==> src/hw/flash_seq_pkg.sv <==
// constants and types shared by the flash mode sequencer and its fifos.
// assumes one 25 MHz core clock; the read and word program counts below are derived from it.
package flash_seq_pkg;

  // ****************************************************************
  // modes and states
  // ****************************************************************
  typedef enum logic [1:0] {
    MODE_STANDBY = 2'h0,
    MODE_READ = 2'h1,
    MODE_PROGRAM = 2'h2,
    MODE_ERASE = 2'h3
  } flash_mode_e;

  typedef enum logic [3:0] {
    ST_INIT = 4'h0,
    ST_STANDBY = 4'h1,
    ST_RD_IDLE = 4'h2,
    ST_RD_BUSY = 4'h3,
    ST_PG_IDLE = 4'h4,
    ST_PG_PRO = 4'h5,
    ST_PG_WORD = 4'h6,
    ST_PG_EPI = 4'h7,
    ST_ER_IDLE = 4'h8
  } seq_state_e;

  // ****************************************************************
  // timing
  // ****************************************************************
  typedef logic [9:0] cnt_t;
  localparam int CLK_PERIOD_PS = 40000;
  localparam int READ_MIN_PS = 46500;
  localparam int READ_MIN_CLKS = 3;
  localparam int READ_CYC_BY_TIME =
    (READ_MIN_PS + CLK_PERIOD_PS - 1) / CLK_PERIOD_PS;
  localparam int READ_CYC = (READ_CYC_BY_TIME > READ_MIN_CLKS) ?
    READ_CYC_BY_TIME : READ_MIN_CLKS;
  localparam int WORD_PROG_PS = 20700000;
  localparam int WORD_PROG_CYC =
    (WORD_PROG_PS + CLK_PERIOD_PS - 1) / CLK_PERIOD_PS;
  localparam int PHASE_CYC = 2;
  localparam cnt_t READ_LAST = cnt_t'(READ_CYC - 1);
  localparam cnt_t WORD_LAST = cnt_t'(WORD_PROG_CYC - 1);
  localparam cnt_t PHASE_LAST = cnt_t'(PHASE_CYC - 1);

  // ****************************************************************
  // register selects, mailbox indices, fields
  // ****************************************************************
  localparam logic [1:0] SEL_DATA = 2'h0;
  localparam logic [1:0] SEL_ADDR = 2'h1;
  localparam logic [1:0] SEL_CMD = 2'h2;
  localparam logic [1:0] SEL_STATUS = 2'h3;
  localparam logic [7:0] IDX_DATA_LAST = 8'h03;
  localparam logic [7:0] IDX_ADDR_FIRST = 8'h04;
  localparam logic [7:0] IDX_ADDR_LAST = 8'h07;
  localparam logic [7:0] IDX_CMD = 8'h08;
  localparam logic [7:0] IDX_STATUS = 8'h0C;
  localparam logic [7:0] IDX_ZERO = 8'h00;
  localparam logic [7:0] IDX_STEP = 8'h01;
  localparam int DATA_COMMIT_BYTE = 3;
  localparam int ADDR_COMMIT_BYTE = 0;
  localparam int ADDR_W = 24;
  localparam int INFO_SEL_BIT = 18;
  localparam logic [31:0] ADDR_INC = 32'h0000_0004;
  localparam int CMD_BURST_BIT = 2;
  localparam int ST_BUSY_BIT = 0;
  localparam int ST_CMD_ERR_BIT = 1;
  localparam int ST_BUSY_ERR_BIT = 2;
  localparam int ST_DATA_FULL_BIT = 3;
  localparam int ST_ADDR_FULL_BIT = 4;
  localparam int ERR_CLR_CMD = 0;
  localparam int ERR_CLR_BUSY = 1;

  // ****************************************************************
  // protection prologue byte loads (arbitrary patterns)
  // ****************************************************************
  localparam logic [1:0] PRO_LAST_STEP = 2'h2;
  localparam logic [ADDR_W-1:0] PRO_ADDR [3] =
    '{24'h000A5A, 24'h0005A5, 24'h000A5A};
  localparam logic [7:0] PRO_DATA [3] = '{8'h3C, 8'hC3, 8'h5A};

endpackage : flash_seq_pkg

==> src/hw/flash_word_fifo.sv <==
// two-entry head/tail word fifo with byte writes and auto-increment.
// assumes the owner flushes it and decides when entries are consumed.
`timescale 1ns/1ps
module flash_word_fifo import flash_seq_pkg::*; #(
  parameter int W = 32,
  parameter int COMMIT_BYTE = 0,
  parameter logic [W-1:0] INC = '0
) (
  // clock and reset
  input wire logic core_clk,
  input wire logic rst,
  input wire logic clk_en,
  // tail writes
  input wire logic wr_en,
  input wire logic [W/8-1:0] wr_be,
  input wire logic [W-1:0] wr_data,
  input wire logic ctl_load,
  input wire logic [W-1:0] ctl_data,
  // control
  input wire logic pop,
  input wire logic flush,
  input wire logic auto_inc,
  // state
  output logic [W-1:0] head,
  output logic [W-1:0] tail,
  output logic head_v,
  output logic tail_v,
  output logic full
);

  typedef struct packed {
    logic [W-1:0] head;
    logic [W-1:0] tail;
    logic hv;
    logic tv;
  } fifo_s;

  fifo_s s_r;
  fifo_s s_nxt;

  always_comb begin
    s_nxt = s_r;
    if (pop) begin
      s_nxt.hv = 1'b0;
    end
    // empty head takes the tail in the same cycle it is freed
    if (!s_nxt.hv && s_r.tv) begin
      s_nxt.head = s_r.tail;
      s_nxt.hv = 1'b1;
      s_nxt.tv = 1'b0;
    end
    if (auto_inc && s_r.hv && !s_r.tv) begin
      s_nxt.tail = s_r.head + INC;
      s_nxt.tv = 1'b1;
    end
    for (int i = 0; i < W / 8; i++) begin
      if (wr_en && wr_be[i]) begin
        s_nxt.tail[i*8 +: 8] = wr_data[i*8 +: 8];
      end
    end
    if (wr_en && wr_be[COMMIT_BYTE]) begin
      s_nxt.tv = 1'b1;
    end
    if (ctl_load) begin
      s_nxt.tail = ctl_data;
      s_nxt.tv = 1'b1;
    end
    if (flush) begin
      s_nxt.hv = 1'b0;
      s_nxt.tv = 1'b0;
    end
  end

  always_ff @(posedge core_clk) begin
    if (rst) begin
      s_r <= '0;
    end else if (clk_en) begin
      s_r <= s_nxt;
    end
  end

  assign head = s_r.head;
  assign tail = s_r.tail;
  assign head_v = s_r.hv;
  assign tail_v = s_r.tv;
  assign full = s_r.hv && s_r.tv;

endmodule : flash_word_fifo

==> src/hw/flash_mode_seq.sv <==
// flash mode sequencer: standby, read, burst read, program, burst program.
// assumes requesters and flash array share core_clk; erase, lock and
// initialization logic sit outside and are not handled here.
`timescale 1ns/1ps

// What this block does
// - standby drops strobes, low power, flushes fifos
// - standby register access completes without error
// - leaving standby, fifos start invalid
// - mode change outside standby forces standby, error
// - command write while busy ignored, error
// - read mode strobes idle when not reading
// - valid address, room: read into data tail
// - address fifo advances after stored read
// - top data byte read advances data fifo
// - data read stalls while lookup pending
// - array read lasts three clocks minimum
// - burst read refills address tail with head+4
// - every word data read advances fifo
// - burst read portal index steps and wraps
// - program head data at head address, advance
// - address bit 18 selects info block
// - prologue before row, epilogue after row
// - busy held through every program sequence
// - word program takes about 20.7 us
// - keep programming; else epilogue, back idle
// - burst program refills address, drops heads
// - burst program portal writes step, commit word
// - mode codes 0..3 standby read program erase
// - address byte 0, data byte 3 commit
module flash_mode_seq import flash_seq_pkg::*; (
  // clock and reset
  input wire logic core_clk,
  input wire logic rst,
  input wire logic clk_en,
  // word register port (controller and debug)
  input wire logic ec_req,
  input wire logic ec_we,
  input wire logic [1:0] ec_sel,
  input wire logic [3:0] ec_be,
  input wire logic [31:0] ec_wdata,
  output logic [31:0] ec_rdata,
  output logic ec_stall,
  // host byte mailbox
  input wire logic mbx_index_wr,
  input wire logic [7:0] mbx_index_wdata,
  input wire logic mbx_data_wr,
  input wire logic mbx_data_rd,
  input wire logic [7:0] mbx_wdata,
  output logic [7:0] mbx_rdata,
  output logic [7:0] mailbox_index_portal,
  // status and error clear
  input wire logic [1:0] err_clr,
  output logic [1:0] flash_mode,
  output logic burst_en,
  output logic busy,
  output logic cmd_err,
  output logic busy_err,
  output logic data_full,
  output logic addr_full,
  // flash array
  output logic [ADDR_W-1:0] fl_addr,
  output logic [31:0] fl_wdata,
  input wire logic [31:0] fl_rdata,
  output logic fl_read_en,
  output logic fl_load_en,
  output logic fl_prog_en,
  output logic fl_prog_start,
  output logic fl_info_sel,
  output logic fl_low_power
);

  typedef struct packed {
    seq_state_e st;
    flash_mode_e mode;
    logic burst;
    cnt_t cnt;
    logic [1:0] step;
    logic cmd_err;
    logic busy_err;
    logic [7:0] index;
    logic [31:0] ec_rdata;
    logic [7:0] mbx_rdata;
  } seq_s;

  seq_s s_r;
  seq_s s_nxt;

  logic [31:0] d_head, d_tail, a_head, a_tail;
  logic d_hv, d_tv, d_full, a_hv, a_tv, a_full;
  logic ec_rd_data, ec_take, cmd_wr, in_standby, read_done, word_done;
  logic mbx_is_data, mbx_is_addr, burst_rd, burst_pg, auto_inc, lookup_due;
  logic d_wr_en, a_wr_en, d_pop, a_pop;
  logic [3:0] d_be, a_be, mbx_be;
  logic [31:0] d_wdata, a_wdata, status_w;
  logic [7:0] cmd_byte;
  flash_mode_e cmd_mode;

  // ****************************************************************
  // request decode
  // ****************************************************************
  // busy spans every sequence
  assign busy = (s_r.st == ST_RD_BUSY) || (s_r.st == ST_PG_PRO) ||
    (s_r.st == ST_PG_WORD) || (s_r.st == ST_PG_EPI);
  assign in_standby = (s_r.st == ST_STANDBY) || (s_r.st == ST_INIT);
  assign ec_rd_data = ec_req && !ec_we && (ec_sel == SEL_DATA);
  // stall until the word reaches the head
  assign lookup_due = (s_r.st == ST_RD_BUSY) || d_tv ||
    ((s_r.st == ST_RD_IDLE) && (a_hv || a_tv));
  assign ec_stall = ec_rd_data && !d_hv && lookup_due;
  assign ec_take = ec_req && !ec_stall;
  assign mbx_is_data = s_r.index <= IDX_DATA_LAST;
  assign mbx_is_addr = (s_r.index >= IDX_ADDR_FIRST) &&
    (s_r.index <= IDX_ADDR_LAST);
  assign mbx_be = 4'h1 << s_r.index[1:0];
  assign burst_rd = s_r.burst && (s_r.mode == MODE_READ);
  assign burst_pg = s_r.burst && (s_r.mode == MODE_PROGRAM);
  assign cmd_wr = (ec_take && ec_we && (ec_sel == SEL_CMD) && ec_be[0]) ||
    (mbx_data_wr && (s_r.index == IDX_CMD));
  assign cmd_byte = (ec_take && ec_we) ? ec_wdata[7:0] : mbx_wdata;
  assign cmd_mode = flash_mode_e'(cmd_byte[1:0]);
  assign read_done = (s_r.st == ST_RD_BUSY) && (s_r.cnt == '0);
  assign word_done = (s_r.st == ST_PG_WORD) && (s_r.cnt == '0);

  // ****************************************************************
  // fifo control
  // ****************************************************************
  assign d_wr_en = (ec_take && ec_we && (ec_sel == SEL_DATA)) ||
    (mbx_data_wr && mbx_is_data);
  assign d_be = (ec_take && ec_we) ? ec_be : mbx_be;
  assign d_wdata = (ec_take && ec_we) ? ec_wdata : {4{mbx_wdata}};
  assign a_wr_en = (ec_take && ec_we && (ec_sel == SEL_ADDR)) ||
    (mbx_data_wr && mbx_is_addr);
  assign a_be = (ec_take && ec_we) ? ec_be : mbx_be;
  assign a_wdata = d_wdata;
  // reads and finished word programs that consume the head word
  assign d_pop = (ec_take && ec_rd_data) ||
    (mbx_data_rd && (s_r.index == IDX_DATA_LAST)) ||
    word_done;
  assign a_pop = read_done || word_done;
  assign auto_inc = burst_rd || burst_pg;

  // address commits on byte 0, data on byte 3
  flash_word_fifo #(
    .W(32),
    .COMMIT_BYTE(DATA_COMMIT_BYTE),
    .INC('0)
  ) u_data_fifo (
    .core_clk(core_clk),
    .rst(rst),
    .clk_en(clk_en),
    .wr_en(d_wr_en),
    .wr_be(d_be),
    .wr_data(d_wdata),
    .ctl_load(read_done),
    .ctl_data(fl_rdata),
    .pop(d_pop),
    .flush(in_standby),
    .auto_inc(1'b0),
    .head(d_head),
    .tail(d_tail),
    .head_v(d_hv),
    .tail_v(d_tv),
    .full(d_full)
  );

  flash_word_fifo #(
    .W(32),
    .COMMIT_BYTE(ADDR_COMMIT_BYTE),
    .INC(ADDR_INC)
  ) u_addr_fifo (
    .core_clk(core_clk),
    .rst(rst),
    .clk_en(clk_en),
    .wr_en(a_wr_en),
    .wr_be(a_be),
    .wr_data(a_wdata),
    .ctl_load(1'b0),
    .ctl_data('0),
    .pop(a_pop),
    .flush(in_standby),
    .auto_inc(auto_inc),
    .head(a_head),
    .tail(a_tail),
    .head_v(a_hv),
    .tail_v(a_tv),
    .full(a_full)
  );

  always_comb begin
    status_w = '0;
    status_w[ST_BUSY_BIT] = busy;
    status_w[ST_CMD_ERR_BIT] = s_r.cmd_err;
    status_w[ST_BUSY_ERR_BIT] = s_r.busy_err;
    status_w[ST_DATA_FULL_BIT] = d_full;
    status_w[ST_ADDR_FULL_BIT] = a_full;
  end

  // ****************************************************************
  // sequencer
  // ****************************************************************
  always_comb begin
    logic [31:0] sh;
    sh = '0;
    s_nxt = s_r;
    // clears first so a same-cycle set wins
    if (err_clr[ERR_CLR_CMD]) s_nxt.cmd_err = 1'b0;
    if (err_clr[ERR_CLR_BUSY]) s_nxt.busy_err = 1'b0;
    if (s_r.cnt != '0) s_nxt.cnt = s_r.cnt - cnt_t'(1);
    case (s_r.st)
      // one pass through init, then standby
      ST_INIT: s_nxt.st = ST_STANDBY;
      ST_STANDBY, ST_ER_IDLE, ST_PG_IDLE, ST_RD_IDLE: begin
        if ((s_r.st == ST_RD_IDLE) && a_hv && !d_full) begin
          s_nxt.st = ST_RD_BUSY;
          s_nxt.cnt = READ_LAST;
        end
        if ((s_r.st == ST_PG_IDLE) && a_hv && d_hv) begin
          s_nxt.st = ST_PG_PRO;
          s_nxt.step = '0;
          s_nxt.cnt = PHASE_LAST;
        end
      end
      ST_RD_BUSY: if (read_done) s_nxt.st = ST_RD_IDLE;
      ST_PG_PRO: begin
        if (s_r.cnt == '0) begin
          s_nxt.cnt = PHASE_LAST;
          s_nxt.step = s_r.step + 2'h1;
          if (s_r.step == PRO_LAST_STEP) begin
            s_nxt.st = ST_PG_WORD;
            s_nxt.cnt = WORD_LAST;
          end
        end
      end
      ST_PG_WORD: begin
        if (word_done) begin
          // continue while next words are ready
          if (a_tv && d_tv) begin
            s_nxt.cnt = WORD_LAST;
          end else begin
            s_nxt.st = ST_PG_EPI;
            s_nxt.cnt = PHASE_LAST;
          end
        end
      end
      ST_PG_EPI: if (s_r.cnt == '0) s_nxt.st = ST_PG_IDLE;
      default: s_nxt.st = ST_STANDBY;
    endcase
    if (cmd_wr) begin
      if (busy) begin
        s_nxt.busy_err = 1'b1;
      end else if ((s_r.mode != MODE_STANDBY) &&
                   (cmd_mode != MODE_STANDBY)) begin
        s_nxt.mode = MODE_STANDBY;
        s_nxt.st = ST_STANDBY;
        s_nxt.cmd_err = 1'b1;
      end else begin
        s_nxt.mode = cmd_mode;
        s_nxt.burst = cmd_byte[CMD_BURST_BIT];
        case (cmd_mode)
          MODE_READ: s_nxt.st = ST_RD_IDLE;
          MODE_PROGRAM: s_nxt.st = ST_PG_IDLE;
          MODE_ERASE: s_nxt.st = ST_ER_IDLE;
          default: s_nxt.st = ST_STANDBY;
        endcase
      end
    end
    // portal index steps on burst data access
    if (mbx_index_wr) begin
      s_nxt.index = mbx_index_wdata;
    end else if (mbx_is_data && ((burst_rd && mbx_data_rd) ||
                                 (burst_pg && mbx_data_wr))) begin
      s_nxt.index = (s_r.index == IDX_DATA_LAST) ? IDX_ZERO :
        s_r.index + IDX_STEP;
    end
    if (ec_take && !ec_we) begin
      case (ec_sel)
        SEL_DATA: s_nxt.ec_rdata = d_head;
        SEL_ADDR: s_nxt.ec_rdata = a_head;
        SEL_CMD: s_nxt.ec_rdata = {29'h0, s_r.burst, s_r.mode};
        default: s_nxt.ec_rdata = status_w;
      endcase
    end
    if (mbx_data_rd) begin
      if (mbx_is_data) sh = d_head >> {s_r.index[1:0], 3'h0};
      else if (mbx_is_addr) sh = a_head >> {s_r.index[1:0], 3'h0};
      else if (s_r.index == IDX_CMD) sh = {29'h0, s_r.burst, s_r.mode};
      else if (s_r.index == IDX_STATUS) sh = status_w;
      s_nxt.mbx_rdata = sh[7:0];
    end
  end

  always_ff @(posedge core_clk) begin
    if (rst) begin
      s_r <= '0;
    end else if (clk_en) begin
      s_r <= s_nxt;
    end
  end

  // ****************************************************************
  // outputs
  // ****************************************************************
  assign ec_rdata = s_r.ec_rdata;
  assign mbx_rdata = s_r.mbx_rdata;
  assign mailbox_index_portal = s_r.index;
  assign flash_mode = s_r.mode;
  assign burst_en = s_r.burst;
  assign cmd_err = s_r.cmd_err;
  assign busy_err = s_r.busy_err;
  assign data_full = d_full;
  assign addr_full = a_full;
  assign fl_read_en = s_r.st == ST_RD_BUSY;
  assign fl_load_en = s_r.st == ST_PG_PRO;
  assign fl_prog_en = s_r.st == ST_PG_WORD;
  assign fl_prog_start = s_r.st == ST_PG_EPI;
  // low power whenever nothing is strobed
  assign fl_low_power = !busy;
  assign fl_addr = fl_load_en ? PRO_ADDR[s_r.step] : a_head[ADDR_W-1:0];
  assign fl_wdata = fl_load_en ? {24'h0, PRO_DATA[s_r.step]} : d_head;
  assign fl_info_sel = fl_prog_en && a_head[INFO_SEL_BIT];
endmodule : flash_mode_seq

==> config.mk <==
export PLATFORM = sky130hd
export DESIGN_NAME = flash_mode_seq
export DESIGN_NICKNAME = d
export VERILOG_FILES = /design/src/hw/flash_seq_pkg.sv /design/src/hw/flash_word_fifo.sv /design/src/hw/flash_mode_seq.sv
export SDC_FILE = /design/constraint.sdc
export NUM_CORES = 1
export LEC_CHECK = 0
export ABC_AREA = 1
export BUFFER_PORTS_ARGS = -buffer_cell sky130_fd_sc_hd__buf_2
export CAP_MARGIN = 20
export CORE_ASPECT_RATIO = 0.9
export CORE_MARGIN = 3
export CORE_UTILIZATION = 30
export DETAILED_ROUTE_END_ITERATION = 7
export PLACE_DENSITY = 0.57
export SKIP_LAST_GASP = 1
export SYNTH_ARGS = -nofsm -noshare
export SYNTH_HDL_FRONTEND = slang
export SYNTH_SLANG_ARGS = --single-unit
==> constraint.sdc <==
create_clock -name core_clk -period 6.38 [get_ports core_clk]
set_clock_uncertainty 0.1 [all_clocks]
set_input_delay 0.638 -clock core_clk [delete_from_list [all_inputs] [get_ports core_clk]]
set_output_delay 0.638 -clock core_clk [all_outputs]
set_load 0.005 [all_outputs]
---- After elaboration in Yosys (flattened, before gate mapping) ----
Index checks and enable logic that the tools add are counted.
storage, ports and cells
  register bits after elaboration ......... 201
  bits of input ports ..................... 96
  output and inout port bits .............. 119
  word-level logic and storage cells ...... 233
cells by class
  add/sub/neg operators ................... 4
  $lt $le $gt $ge ......................... 4
  equal/unequal tests ..................... 21
  shift operators ......................... 3
  multiplexer cells ....................... 68
  bitwise operators ....................... 3
  reduce and logical (&&, ||, !) cells .... 106
operators with widths
  operator                                                         count
  32-bit two-way mux                                               4
  8-bit two-way mux                                                15
  32-bit case mux with 3 select lines                              1
  24-bit two-way mux                                               3
  32-bit by 5-bit >> shifter with 8-bit output                     2
  10-bit two-way mux                                               5
  24-bit binary-select mux with 2-bit select                       1
  1-bit logical AND                                                46
  4-bit two-way mux                                                9
  32-bit by 3-bit adder with 32-bit output, second input constant  1
  10-bit case mux with 3 select lines                              1
  2-bit AND reduction                                              15
  12-bit two-way mux                                               2
  2-bit nonzero test                                               12
  4-bit case mux with 5 select lines                               1
  8-bit binary-select mux with 2-bit select                        1
  4-bit by 3-bit == test with 1-bit output, second input constant  4
  8-bit by 4-bit == test with 1-bit output, second input constant  2
  1-bit logical OR                                                 15
  7-bit two-way mux                                                2
  1-bit two-way mux                                                12
  4-bit case mux with 3 select lines                               1
  2-bit == test, second input constant                             5
  10-bit zero test                                                 1
  30 further kinds                                                 48

---- Longest topological paths before layout ----
  word-level depth ........................ 17
  depth in mapped cells ................... 13
  mapped depth without buffers ............ 12

---- Cells and area by module ----
A second synthesis with hierarchy kept.
second synthesis, totals
  cell total of the unflattened synthesis .. 2123
  area total of the unflattened synthesis .. 13095.1 um^2
modules (own cells, without submodules)
  module                          instances  cells each  area each (um^2)  sequential area each (um^2)
  flash_mode_seq                  1          967         5694.2            1381.3
  flash_word_fifo at u_addr_fifo  1          614         3880.0            1321.3
  flash_word_fifo at u_data_fifo  1          542         3520.9            1321.3

---- Worst setup path before layout ----
No wires, ideal clock.
  kind .................................... reg-to-reg
  from .................................... register s_r, in the netlist mailbox_index_portal[1]
  to ...................................... register u_addr_fifo.s_r, in the netlist u_addr_fifo.tail[0]
  library setup time ...................... 113 ps
  arrival time ............................ 2117 ps
  data required time ...................... 6167 ps
  slack ................................... 4050 ps
  cell stages (with the launch flop) ...... 13
  buffers on the path ..................... 3
  clock period less this slack ............ 2330 ps
  cell sequence ........................... dfxtp_1 -> clkbuf_1 -> inv_1 -> buf_1 -> ha_1 -> inv_1 -> o21ai_1 -> nand2_2 -> nand2_1 -> nand2_2 -> buf_6 -> nor2_1 -> nor2_1
between the ends
  cells in the longest elaborated chain, start to end .. 7
  elaborated cells between the ends (all ways) .. 11
  classes of those cells .................. order compare (2); shift (1); mux (2); reduce/logical (6)
ends and longest elaborated chain
  element                                                                                                                  line                                          text
  start, declared                                                                                                          flash_mode_seq.sv:86                          seq_s s_r;
  start signal, assigned                                                                                                   flash_mode_seq.sv:297                         s_r <= s_nxt;
  8-bit by 3-bit >= comparator with 1-bit output / 8-bit by 3-bit <= comparator with 1-bit output (equally long branches)  flash_mode_seq.sv:113, flash_mode_seq.sv:114
  1-bit logical AND                                                                                                        flash_mode_seq.sv:113                         assign mbx_is_addr = (s_r.index >= IDX_ADDR_FIRST) &&
  1-bit logical AND                                                                                                        flash_mode_seq.sv:133                         (mbx_data_wr && mbx_is_addr);
  1-bit logical OR                                                                                                         flash_mode_seq.sv:132                         assign a_wr_en = (ec_take && ec_we && (ec_sel == SEL_ADDR)) ||
  1-bit logical AND (*)                                                                                                    flash_word_fifo.sv:57                         if (wr_en && wr_be[i]) begin
  2-bit nonzero test (no source line)                                                                                      --
  2-bit AND reduction (no source line)                                                                                     --
  end signal, assigned                                                                                                     flash_word_fifo.sv:78                         s_r <= s_nxt;
  end, declared                                                                                                            flash_word_fifo.sv:38                         fifo_s s_r;
Mark *: on every way between the ends. The rest lies on a longest branch, timed or not.
A chain may end at the register's enable or synchronous reset.

---- Final worst setup path ----
  from .................................... register s_r[68] (netlist bit)
  to ...................................... output port fl_addr[4]
between the ends
  cells in the longest elaborated chain, start to end .. 2
ends and longest elaborated chain
  element                                   line                   text
  4-bit by 3-bit == test with 1-bit output  flash_mode_seq.sv:314  assign fl_load_en = s_r.st == ST_PG_PRO;
  24-bit two-way mux                        flash_mode_seq.sv:319  assign fl_addr = fl_load_en ? PRO_ADDR[s_r.step] : a_head[ADDR_W-1:0];
  end, declared                             flash_mode_seq.sv:62   output logic [ADDR_W-1:0] fl_addr,
Every way passes these cells.

==> results.json <==
{
  "status": "finished, final reports clean",
  "hold_viol": 0,
  "clock_latency_ps": 510,
  "synth_area_per_cell_um2": 6.30,
  "dieHeight_um": 195,
  "initial_core_util": 0.306,
  "relSlewSlack": 0.276,
  "postPlaceCellArea_um2": 12900,
  "pwr_density_cell_nw_per_um2": 242,
  "antenna_found_initial": 0,
  "r2r_end": "u_addr_fifo.tail[7]",
  "cts_resized": 0,
  "overflow": 0,
  "fin_nets": 2099,
  "first_iter_violations": 1812,
  "clockBufferDepth": 3,
  "wirelength_um": 48700,
  "cts_tree": "yes",
  "grt_pass1_vias": 11400,
  "tightestPinTransition_ps": 1080,
  "wl_per_cell_um": 19.2,
  "area_growth_syn_to_layout_pct": 15.8,
  "reg2reg_slack_ps": 3120,
  "min_period_ps": 3400,
  "syn_nets": 1986,
  "grt_use_total": 0.221,
  "startpoint_type": "flop",
  "timing.setup.tns_ps": 0,
  "postCtsSetupBuffers": 0,
  "ctsHoldBuffers": 0,
  "num_rows": 68,
  "cts_buffers": 23,
  "drc_errors": 0,
  "crit_start": "s_r[68]",
  "finalCritPeriodShare": 0.533,
  "cts_max_level": 1,
  "pin_count": 215,
  "seq_area_frac_synth": 0.339,
  "hold_path_end": "mailbox_index_portal[6]",
  "syn_inst": 1880,
  "cts_sinks": 201,
  "die_area_um2": 41900,
  "hpwl_um": 37700,
  "crit_type": "reg2out",
  "ys_ff_latch": 201,
  "grt_max_degree": 165,
  "maxSlewViolCount": 0,
  "hold_path_depth": 3,
  "clk_pin_slew_ps": 60,
  "arrival_ps": 2660,
  "reg2reg_depth": 11,
  "core_um2": 38700,
  "r2r-start": "mailbox_index_portal[0]",
  "ant_nets": 0,
  "holdCritStartpoint": "mbx_index_wdata[6]",
  "hp-class": "in2reg",
  "p_leak_nw": 6.31,
  "grt_setup_unrepaired": "false",
  "dr.pass1.iters": 5,
  "ir_drop_v": 0.000136,
  "setup_viol": 0,
  "drive_gt1_frac": 0.156,
  "ys_types": 37,
  "num_vias": 12800,
  "syn-cell-area_um2": 11900,
  "endpoint_kind": "output port",
  "synth_warnings": 0,
  "gp_congestion": 0.957,
  "dieWidth_um": 216,
  "crit_fanout": 67,
  "numPortBuffers": 214,
  "root_buffer": "clkbuf_16",
  "fin_area_um2": 13700,
  "max_freq_mhz": 294,
  "viasPerCell": 5.05,
  "required_ps": 5640,
  "grt_pass1_wl_um": 72000,
  "maxCapViolCount": 0,
  "finalCoreUtilization": 0.354
}
-- synthesized netlist by cell type --
| cell type | instances | share of area |
|---|---|---|
| o22ai_1 | 27 | 0.014 |
| nand3_1 | 74 | 0.031 |
| nor3_1 | 14 | 0.0059 |
| nand2_2 | 9 | 0.0048 |
| a22oi_1 | 2 | 0.0013 |
| xor2_1 | 13 | 0.0096 |
| nand3_2 | 1 | 0.00084 |
| nand2_4 | 3 | 0.0029 |
| o21ai_4 | 1 | 0.0014 |
| inv_1 | 207 | 0.066 |
| nor2_4 | 1 | 0.00095 |
| nand3b_1 | 7 | 0.0044 |
| a211oi_1 | 3 | 0.0019 |
| a21oi_1 | 171 | 0.072 |
| buf_4 | 50 | 0.032 |
| o21ai_0 | 236 | 0.10 |
| a31oi_1 | 8 | 0.0042 |
| clkbuf_1 | 60 | 0.019 |
| nor2_2 | 2 | 0.0011 |
| nand4_1 | 7 | 0.0037 |
| o2111ai_1 | 2 | 0.0015 |
| buf_1 | 11 | 0.0035 |
| nor4_1 | 1 | 0.00053 |
| ha_1 | 10 | 0.011 |
| o21ai_1 | 2 | 0.00084 |
| mux2_2 | 30 | 0.029 |
| nor3_2 | 1 | 0.00084 |
| buf_2 | 8 | 0.0034 |
| dfxtp_1 | 201 | 0.34 |
| nor2_1 | 264 | 0.084 |
| o211ai_1 | 1 | 0.00063 |
| nand2_1 | 436 | 0.14 |
| buf_6 | 6 | 0.0057 |
| clkinv_1 | 1 | 0.00032 |
| inv_2 | 3 | 0.00095 |
| a21oi_2 | 2 | 0.0015 |
| xnor2_1 | 5 | 0.0037 |
-- worst max-delay path by stage --
stage / end / slack (ps)
global placement: u_data_fifo.head[13] / 3070
floorplan: u_addr_fifo.tail[0] / 4050
detailed placement: u_addr_fifo.tail[7] / 3040
CTS: fl_addr[4] / 3010
global route: fl_addr[1] / 2800
finish: fl_addr[4] / 2980
-- flip-flops by register name, indices dropped and copies added, names as in the netlist --
name	flops
u_data_fifo.tail	32
u_addr_fifo.tail_v	1
u_data_fifo.tail_v	1
flash_mode	2
u_addr_fifo.head	32
cmd_err	1
s_r	16
mbx_rdata	8
ec_rdata	32
u_addr_fifo.tail	32
mailbox_index_portal	8
burst_en	1
u_addr_fifo.head_v	1
u_data_fifo.head_v	1
busy_err	1
u_data_fifo.head	32
-- cells in the final DEF (no fill, tap or decap), types with 10 or more instances in the layout --
cell type    n
a21oi_1    171
buf_2      214
clkbuf_16   23
dfxtp_1    201
ha_1        10
inv_1      206
mux2_2      30
nand2_1    436
nand3_1     73
nor2_1     263
nor3_1      14
o21ai_0    236
o22ai_1     27
xor2_1      13
-- routing by layer --
layer  share of wire  track usage  vias up
met5               0            0        -
met4           0.014       0.0343        0
met3            0.10       0.0444       42
met2            0.39        0.306      625
met1            0.49        0.353     5889
li1                -            -     6237
-- where the power goes --
| part | internal, W | total [W] | switching, W |
|---|---|---|---|
| Sequential | 0.00131 | 0.00135 | 0.0000423 |
| Combinational | 0.000184 | 0.000564 | 0.000380 |
| Clock | 0.000856 | 0.00141 | 0.000551 |
-- final cells by class --
| type | count | area [um2] |
|---|---|---|
| Antenna cell | 1 | 2.50 |
| Clock inverter | 8 | 140 |
| Multi-Input combinational cell | 1333 | 6300 |
| Inverter | 211 | 793 |
| Sequential cell | 201 | 4020 |
| Timing Repair Buffer | 223 | 1170 |
| Fill cell | 4288 | 25000 |
| Tap cell | 525 | 657 |
| Clock buffer | 31 | 636 |
-- critical path, cell delays in order (launching register included) --
cell	delay, ps
dfxtp_1	340
inv_1	100
nand2_1	170
nor2_4	140
buf_4	530
o21ai_0	460
o21ai_0	230
buf_2	160
-- per-stage QoR --
stage,cells,hold WS [ps],setup slack [ps],total power [W]
floorplan,1880,324,4050,0.00176
global placement,2492,333,3070,0.00192
detailed placement,2492,336,3040,0.00193
CTS,2531,258,3010,0.00332
global route,2532,288,2800,0.00345
finish,2533,270,2980,0.00332
-- logic make-up (layout without fill, tap and decap cells) --
group | Yosys count | after routing | synth area share
muxes | 30 | 30 | 0.0285
buffers and inverters | 346 | 473 | 0.130
DFF | 201 | 201 | 0.339
other | 0 | 1 | 0
AOI/OAI and AO/OA | 455 | 455 | 0.199
xor gates and xnor gates | 18 | 18 | 0.0133
and+or+nand+nor | 820 | 820 | 0.279
adders and majority gates | 10 | 10 | 0.0106
Note: power is estimated with default switching activity, not from simulation.
